`src/logic/pwmosd_regs.vh`:
```
`ifndef PWMOSD_REGS_VH
`define PWMOSD_REGS_VH

// ----------------------------------------
// Register byte addresses
// ----------------------------------------
`define PWMOSD_DELAY_CTRL_ADDR   12'h000
`define PWMOSD_STEER_CTRL_ADDR   12'h004
`define PWMOSD_MODE_CTRL_ADDR    12'h008
`define PWMOSD_STATUS_ADDR       12'h00c

// ----------------------------------------
// Field positions
// ----------------------------------------
`define PWMOSD_DELAY_LSB         0
`define PWMOSD_DELAY_MSB         6
`define PWMOSD_RESTART_BIT       7
`define PWMOSD_STEER_LSB         0
`define PWMOSD_STEER_MSB         3
`define PWMOSD_SYNC_BIT          4
`define PWMOSD_MODE_LSB          0
`define PWMOSD_MODE_MSB          3
`define PWMOSD_BRIDGE_LSB        4
`define PWMOSD_BRIDGE_MSB        5

// ----------------------------------------
// Reset values and encodings
// ----------------------------------------
`define PWMOSD_DELAY_RESET       8'h00
`define PWMOSD_STEER_RESET       5'h01
`define PWMOSD_MODE_RESET        4'h0
`define PWMOSD_BRIDGE_RESET      2'h0
`define PWMOSD_MODE_PWM_HI       2'h3
`define PWMOSD_BRIDGE_SINGLE     2'h0

// ----------------------------------------
// Timing: instruction cycle = 4 system clocks
// ----------------------------------------
`define PWMOSD_CYCLE_DIV         2'h3

`endif

```
`src/logic/pwmosd_top.v`:
```
// Decided for this implementation: the APB slave port and the register offsets.
`timescale 1ns/1ps
`include "pwmosd_regs.vh"

// Functional notes
// (RL1) Each active PWM edge is postponed by the 7-bit delay count in instruction cycles.
// (RL2) With sync set, written steering enables take effect at the next PWM period start.
// (RL3) A set steering enable drives its pin with the PWM waveform, polarity from mode bits 1:0.
// (RL4) A clear steering enable returns its pin to ordinary port control.
// (RL5) Steering acts only when mode bits 3:2 are 11 and the bridge field is 00.
// (RL6) With sync clear, steering changes apply at the next instruction cycle boundary.
module pwmosd_top #(
    parameter DELAY_W = 7,
    parameter PINS    = 4
) (
    // Clock and reset
    input  wire            clk_sys_in,
    input  wire            reset_n_in,
    // APB slave
    input  wire            psel_in,
    input  wire            penable_in,
    input  wire            pwrite_in,
    input  wire [11:0]     paddr_in,
    input  wire [31:0]     pwdata_in,
    output reg  [31:0]     prdata_out,
    output reg             pready_out,
    output reg             pslverr_out,
    // PWM core
    input  wire            pwm_raw_in,
    input  wire            period_start_in,
    // Port pin fallback
    input  wire [PINS-1:0] port_data_in,
    // Output pins
    output reg  [PINS-1:0] pwm_pin_out,
    output reg  [PINS-1:0] pwm_pin_owned_out,
    output reg             restart_enable_out
);

    reg  [7:0]      delay_ctrl_q;
    reg  [4:0]      steer_wr_q;
    reg  [PINS-1:0] steer_act_q;
    reg             steer_pend_q;
    reg  [3:0]      mode_q;
    reg  [1:0]      bridge_q;
    reg  [1:0]      div_q;
    reg             cycle_en_q;
    reg             period_seen_q;
    wire            pwm_dly;
    wire            steer_mode;
    wire            wr_acc;
    wire            rd_acc;
    reg  [31:0]     rdata_d;
    reg             addr_ok_d;

    localparam [4:0] STEER_RST = `PWMOSD_STEER_RESET;

    // ----------------------------------------
    // Instruction cycle enable
    // ----------------------------------------
    always @(posedge clk_sys_in or negedge reset_n_in) begin
        if (!reset_n_in) begin
            div_q      <= 2'h0;
            cycle_en_q <= 1'b0;
        end else begin
            div_q      <= (div_q == `PWMOSD_CYCLE_DIV) ? 2'h0 : div_q + 2'h1;
            cycle_en_q <= (div_q == `PWMOSD_CYCLE_DIV);
        end
    end

    // ----------------------------------------
    // APB decode
    // ----------------------------------------
    assign wr_acc = psel_in & penable_in & pwrite_in & pready_out;
    assign rd_acc = psel_in & penable_in & ~pwrite_in & pready_out;

    always @* begin
        rdata_d   = 32'h0000_0000;
        addr_ok_d = 1'b1;
        if (paddr_in == `PWMOSD_DELAY_CTRL_ADDR) begin
            rdata_d[7:0] = delay_ctrl_q;
        end else if (paddr_in == `PWMOSD_STEER_CTRL_ADDR) begin
            rdata_d[4:0] = steer_wr_q;
        end else if (paddr_in == `PWMOSD_MODE_CTRL_ADDR) begin
            rdata_d[`PWMOSD_MODE_MSB:`PWMOSD_MODE_LSB]     = mode_q;
            rdata_d[`PWMOSD_BRIDGE_MSB:`PWMOSD_BRIDGE_LSB] = bridge_q;
        end else if (paddr_in == `PWMOSD_STATUS_ADDR) begin
            rdata_d[PINS-1:0] = steer_act_q;
            rdata_d[4]        = steer_pend_q;
            rdata_d[5]        = pwm_dly;
        end else begin
            addr_ok_d = 1'b0;
        end
    end

    // One wait state: pready rises in the second access cycle
    always @(posedge clk_sys_in or negedge reset_n_in) begin
        if (!reset_n_in) begin
            pready_out  <= 1'b0;
            pslverr_out <= 1'b0;
            prdata_out  <= 32'h0000_0000;
        end else begin
            pready_out  <= psel_in & penable_in & ~pready_out;
            pslverr_out <= psel_in & penable_in & ~pready_out & ~addr_ok_d;
            prdata_out  <= (psel_in & penable_in & ~pready_out & ~pwrite_in) ?
                           rdata_d : 32'h0000_0000;
        end
    end

    // ----------------------------------------
    // Control registers
    // ----------------------------------------
    always @(posedge clk_sys_in or negedge reset_n_in) begin
        if (!reset_n_in) begin
            delay_ctrl_q <= `PWMOSD_DELAY_RESET;
            steer_wr_q   <= `PWMOSD_STEER_RESET;
            mode_q       <= `PWMOSD_MODE_RESET;
            bridge_q     <= `PWMOSD_BRIDGE_RESET;
        end else if (wr_acc) begin
            if (paddr_in == `PWMOSD_DELAY_CTRL_ADDR) begin
                delay_ctrl_q <= pwdata_in[7:0];
            end else if (paddr_in == `PWMOSD_STEER_CTRL_ADDR) begin
                steer_wr_q <= pwdata_in[4:0];
            end else if (paddr_in == `PWMOSD_MODE_CTRL_ADDR) begin
                mode_q   <= pwdata_in[`PWMOSD_MODE_MSB:`PWMOSD_MODE_LSB];
                bridge_q <= pwdata_in[`PWMOSD_BRIDGE_MSB:`PWMOSD_BRIDGE_LSB];
            end
        end
    end

    // ----------------------------------------
    // Steering update timing
    // ----------------------------------------
    always @(posedge clk_sys_in or negedge reset_n_in) begin
        if (!reset_n_in) begin
            steer_act_q   <= STEER_RST[PINS-1:0];
            steer_pend_q  <= 1'b0;
            period_seen_q <= 1'b0;
        end else begin
            if (wr_acc && paddr_in == `PWMOSD_STEER_CTRL_ADDR) begin
                steer_pend_q  <= 1'b1;
                period_seen_q <= 1'b0;
            end else if (steer_pend_q) begin
                if (!steer_wr_q[`PWMOSD_SYNC_BIT]) begin
                    if (cycle_en_q) begin
                        steer_act_q  <= steer_wr_q[PINS-1:0]; // see (RL6)
                        steer_pend_q <= 1'b0;
                    end
                end else if (period_start_in || period_seen_q) begin
                    period_seen_q <= 1'b1;
                    if (cycle_en_q) begin
                        steer_act_q   <= steer_wr_q[PINS-1:0]; // see (RL2)
                        steer_pend_q  <= 1'b0;
                        period_seen_q <= 1'b0;
                    end
                end
            end
        end
    end

    // ----------------------------------------
    // Active edge delay
    // ----------------------------------------
    pwmosd_edge_delay #(
        .WIDTH       (DELAY_W)
    ) u_edge_delay (
        .clk_sys_in  (clk_sys_in),
        .reset_n_in  (reset_n_in),
        .cycle_en_in (cycle_en_q),
        .delay_in    (delay_ctrl_q[`PWMOSD_DELAY_MSB:`PWMOSD_DELAY_LSB]),
        .pwm_raw_in  (pwm_raw_in),
        .pwm_dly_out (pwm_dly)
    );

    assign steer_mode = (mode_q[3:2] == `PWMOSD_MODE_PWM_HI) &&
                        (bridge_q == `PWMOSD_BRIDGE_SINGLE); // see (RL5)

    // ----------------------------------------
    // Pin steering
    // ----------------------------------------
    genvar gi;
    generate
        for (gi = 0; gi < PINS; gi = gi + 1) begin : g_pin
            // Pins A and C use mode bit 1, pins B and D bit 0 (active low when set)
            always @(posedge clk_sys_in or negedge reset_n_in) begin
                if (!reset_n_in) begin
                    pwm_pin_out[gi]       <= 1'b0;
                    pwm_pin_owned_out[gi] <= 1'b0;
                end else if (steer_mode && steer_act_q[gi]) begin
                    pwm_pin_out[gi]       <= pwm_dly ^ mode_q[1 - (gi % 2)]; // see (RL3)
                    pwm_pin_owned_out[gi] <= 1'b1;
                end else begin
                    pwm_pin_out[gi]       <= port_data_in[gi]; // see (RL4)
                    pwm_pin_owned_out[gi] <= 1'b0;
                end
            end
        end
    endgenerate

    always @(posedge clk_sys_in or negedge reset_n_in) begin
        if (!reset_n_in) begin
            restart_enable_out <= 1'b0;
        end else begin
            restart_enable_out <= delay_ctrl_q[`PWMOSD_RESTART_BIT];
        end
    end

endmodule // pwmosd_top

```
`src/logic/pwmosd_edge_delay.v`:
```
`timescale 1ns/1ps
`include "pwmosd_regs.vh"

module pwmosd_edge_delay #(
    parameter WIDTH = 7
) (
    // Clock and reset
    input  wire             clk_sys_in,
    input  wire             reset_n_in,
    // Control
    input  wire             cycle_en_in,
    input  wire [WIDTH-1:0] delay_in,
    input  wire             pwm_raw_in,
    // Result
    output reg              pwm_dly_out
);

    reg [WIDTH-1:0] count_q;
    reg             raw_q;

    // ----------------------------------------
    // Active edge postponed, inactive edge immediate
    // ----------------------------------------
    always @(posedge clk_sys_in or negedge reset_n_in) begin
        if (!reset_n_in) begin
            count_q     <= {WIDTH{1'b0}};
            raw_q       <= 1'b0;
            pwm_dly_out <= 1'b0;
        end else if (!pwm_raw_in) begin
            raw_q       <= 1'b0;
            count_q     <= {WIDTH{1'b0}};
            pwm_dly_out <= 1'b0;
        end else if (cycle_en_in) begin
            raw_q <= 1'b1;
            if (!raw_q) begin
                count_q <= delay_in;
                if (delay_in == {WIDTH{1'b0}}) begin
                    pwm_dly_out <= 1'b1;
                end
            end else if (count_q > {{(WIDTH-1){1'b0}}, 1'b1}) begin
                count_q <= count_q - {{(WIDTH-1){1'b0}}, 1'b1}; // see (RL1)
            end else begin
                count_q     <= {WIDTH{1'b0}};
                pwm_dly_out <= 1'b1; // see (RL1)
            end
        end
    end

endmodule // pwmosd_edge_delay

```
`config.mk`:
```
export PLATFORM = sky130hd
export DESIGN_NAME = pwmosd_top
export DESIGN_NICKNAME = d
export VERILOG_FILES = /design/src/logic/pwmosd_top.v /design/src/logic/pwmosd_edge_delay.v
export VERILOG_INCLUDE_DIRS = /design/src /design/src/logic
export SDC_FILE = /design/constraint.sdc
export NUM_CORES = 1
export LEC_CHECK = 0
export ABC_AREA = 1
export BUFFER_PORTS_ARGS = -buffer_cell sky130_fd_sc_hd__buf_2
export CAP_MARGIN = 10
export CORE_AREA = 2 2 110 112
export DETAILED_ROUTE_END_ITERATION = 10
export DIE_AREA = 0 0 112 114
export GPL_TIMING_DRIVEN = 0
export PLACE_DENSITY_LB_ADDON = 0.05
export SLEW_MARGIN = 20
export SYNTH_ARGS = -nofsm -noshare
export SYNTH_HDL_FRONTEND = slang
export SYNTH_SLANG_ARGS = --single-unit
```
`constraint.sdc`:
```
create_clock -name clk_sys_in -period 1.45 [get_ports clk_sys_in]
set_clock_uncertainty 0.05 [all_clocks]
set_input_delay 0.145 -clock clk_sys_in [delete_from_list [all_inputs] [get_ports clk_sys_in]]
set_output_delay 0.145 -clock clk_sys_in [all_outputs]
set_load 0.1 [all_outputs]
```
==> impl_metrics.env <==
export IMPL_cts_tree="built"
export IMPL_hold_path_class="primary input to flip-flop"
export IMPL_synth_distinct_cells=29
export IMPL_post_place_ws_ps=-256
export IMPL_nFillCells=1292
export IMPL_finalCritPeriodShare=0.949
export IMPL_drt_iter0_markers=60
export IMPL_ant_nets=0
export IMPL_drv_slew=0
export IMPL_finalWorstSetupSlack_ps=74.5
export IMPL_grt_start_max_net_pins=33
export IMPL_yosysSeqAreaShare=0.491
export IMPL_rsz0062_at_grt="true"
export IMPL_slowest_delay_ps=410
export IMPL_numCtsBuffers=5
export IMPL_drive_gt1_frac=0.332
export IMPL_die_h_um=114
export IMPL_routedWlPerCell_um=13.2
export IMPL_drt_first_pass_iters=4
export IMPL_ys_ff_latch=56
export IMPL_rows=40
export IMPL_synthFlopType="dfrtp_1"
export IMPL_synth_top_cells_by_count="nand2_1, dfrtp_1, inv_1"
export IMPL_maxCapViolCount=0
export IMPL_hold_slack_ps=19.3
export IMPL_synth_top_cells_by_area="dfrtp_1, nand2_1, buf_4"
export IMPL_fp_dieW_um=112
export IMPL_area_delta_synth_final_pct=28.4
export IMPL_hold_viol_final=0
export IMPL_synth_xor_area_share=0.00613
export IMPL_routed_wl_um=7480
export IMPL_synth_edf_count=0
export IMPL_synth_fa_ha_area_frac=0.0131
export IMPL_crit_path_cell_trace="nor2_1, nand3_2, nor2_2, mux2_2"
export IMPL_status="finished, final reports clean"
export IMPL_synth_most_common_cell="nand2_1"
export IMPL_syn_avg_cell_area_um2=8.53
export IMPL_dr_total_vias=2313
export IMPL_cp_end_kind="flip-flop"
export IMPL_cp_start_kind="flip-flop"
export IMPL_core_area_mm2=0.0117
export IMPL_clkTransAtPathRegs_ps=80
export IMPL_p_leak_nw=1.87
export IMPL_yosys_warnings=0
export IMPL_gp_congestion=0.762
export IMPL_synth_compound_area_frac=0.0924
export IMPL_p_per_area_mw_per_mm2=944
export IMPL_synth_cells=335
export IMPL_yosysTopAreaCell="dfrtp_1"
export IMPL_grt_pass1_wl_um=12000
export IMPL_synth_top_family_by_area="simple AND/OR/NAND/NOR gates"
export IMPL_crit_slowest_cell="dfrtp_1"
export IMPL_hpwlAfterDp_um=5640
export IMPL_holdPathStages=3
export IMPL_htree_levels=2
export IMPL_io_pins=98
export IMPL_cts_sinks=56
export IMPL_finalSetupViolCount=0
export IMPL_critPathKind="flip-flop to flip-flop"
export IMPL_antenna_found_initial=0
export IMPL_vias_per_cell=4.09
export IMPL_irDropWorstVdd_uv=496
export IMPL_clk_insertion_delay_late_ps=290
export IMPL_route_detailed_drc=0
export IMPL_critPathMaxFanout=4
export IMPL_num_antenna_cells=0
export IMPL_reg2regPathDepth=4
export IMPL_fin_setup_tns_ps=0
export IMPL_grt_usage=0.120
export IMPL_grt_ovfl_total=0
export IMPL_nets=476
export IMPL_fin_crit_ps=1380
export IMPL_clock_root_buffer="clkbuf_16"
export IMPL_cp_arrival_ps=1510
export IMPL_synth_top_area_share=0.473
export IMPL_syn_area_mm2=0.00286
export IMPL_synthSimpleGateAreaFrac=0.250
export IMPL_fmax_ghz=0.727
export IMPL_synthArstFlopShare=1.00
export IMPL_start_util=0.244
export IMPL_synth_mux_area_frac=0.0158
export IMPL_crit_required_ps=1580
export IMPL_io_buffers=49
export IMPL_dieArea_mm2=0.0128
export IMPL_clock_path_buffers=2
export IMPL_grt_pass1_vias=2341
kinds of logic after synthesis:
| group | Yosys count |
|---|---|
| AO/OA/AOI/OAI | 44 |
| adder cells (fa/ha/maj) | 3 |
| buffers and inverters | 70 |
| flip-flops | 56 |
| XOR/XNOR | 2 |
| other | 1 |
| multiplexers | 4 |
| AND/OR/NAND/NOR | 155 |
registers in the layout, indices dropped and copies added (netlist names):
register / cells
u_edge_delay.raw_q: 1
pwm_pin_out: 4
steer_act_q: 4
mode_q: 4
u_edge_delay.count_q: 7
prdata_out: 8
restart_enable_out: 1
bridge_q: 2
pslverr_out: 1
div_q: 2
period_seen_q: 1
pready_out: 1
delay_ctrl_q: 8
cycle_en_q: 1
u_edge_delay.pwm_dly_out: 1
steer_pend_q: 1
steer_wr_q: 5
pwm_pin_owned_out: 4
worst max-delay path, delay by kind of cell (launching register included):
kind          cells  cell delay (ps)
flops             1              410
mux               1              350
simple gates      3              450
routing by layer:
| metal | track usage | routed length, µm |
|---|---|---|
| met4 | 0.0317 | 80 |
| met2 | 0.201 | 3590 |
| met5 | 0 | 0 |
| met1 | 0.161 | 3470 |
| met3 | 0.0218 | 349 |
layout by cell type, fill, tap and decap left out, types with 3 or more instances in the layout:
cell type  instances
inv_1             35
nand2_1           70
nor3_2             3
nor2_4             7
buf_2             51
nand3_1           33
a21oi_1            9
o21ai_2           11
nor2_1            22
nand4_1            3
buf_4             28
conb_1            24
inv_2              4
dfrtp_1           52
o21ai_0           21
mux2_2             4
clkbuf_16          5
nor2_2             6
cell type report:
type / count / area, µm² / share of cell area
sequential: 56 / 1410 / 0.384
multi-input combinational: 232 / 1260 / 0.343
timing repair buffer: 53 / 293 / 0.0798
buffer: 31 / 229 / 0.0624
tap: 147 / 184 / 0.0501
inverter: 39 / 146 / 0.0399
clock buffer: 5 / 125 / 0.0341
clock inverter: 3 / 23.8 / 0.00648
stage by stage:
stage | instance area, µm² | power, mW | util | cells
floorplan | 2970 | 2.11 | - | 358
CTS | 3600 | 3.52 | 0.307 | 564
detailed placement | 3420 | 2.24 | 0.292 | 555
global route | 3670 | 3.63 | 0.313 | 566
global placement | 3400 | 2.23 | 0.290 | 554
finish | 3670 | 3.46 | 0.313 | 566
path summary, 6_finish.rpt:
check	end	slack, ps	start
min in group asynchronous	pslverr_out$_DFF_PN0_	240	reset_n_in
worst max-delay path	pwm_pin_out[1]$_DFF_PN0_	70	bridge_q[0]$_DFFE_PN0P_
worst min-delay path	delay_ctrl_q[6]$_DFFE_PN0P_	20	pwdata_in[6]
worst max register to register	pwm_pin_out[1]$_DFF_PN0_	70	bridge_q[0]$_DFFE_PN0P_
max in group asynchronous	steer_wr_q[0]$_DFFE_PN1P_	560	reset_n_in
worst min register to register	restart_enable_out$_DFF_PN0_	330	delay_ctrl_q[7]$_DFFE_PN0P_
power by group:
group | internal [mW] | total, mW | switching (mW)
registers | 1.58 | 1.61 | 0.0222
clock network | 0.645 | 1.24 | 0.596
logic | 0.130 | 0.617 | 0.487
total | 2.36 | 3.46 | 1.10
timing repair:
action / CTS / global route
setup buffers: 0 / 2
gates cloned: 0 / 0
hold endpoints to repair: 24 / 0
resized for setup: 8 / 17
setup endpoints to repair: 16 / 22
pin swaps: 0 / 3
hold buffers: 1 / 0
Note: power is estimated with default switching activity, not from simulation.
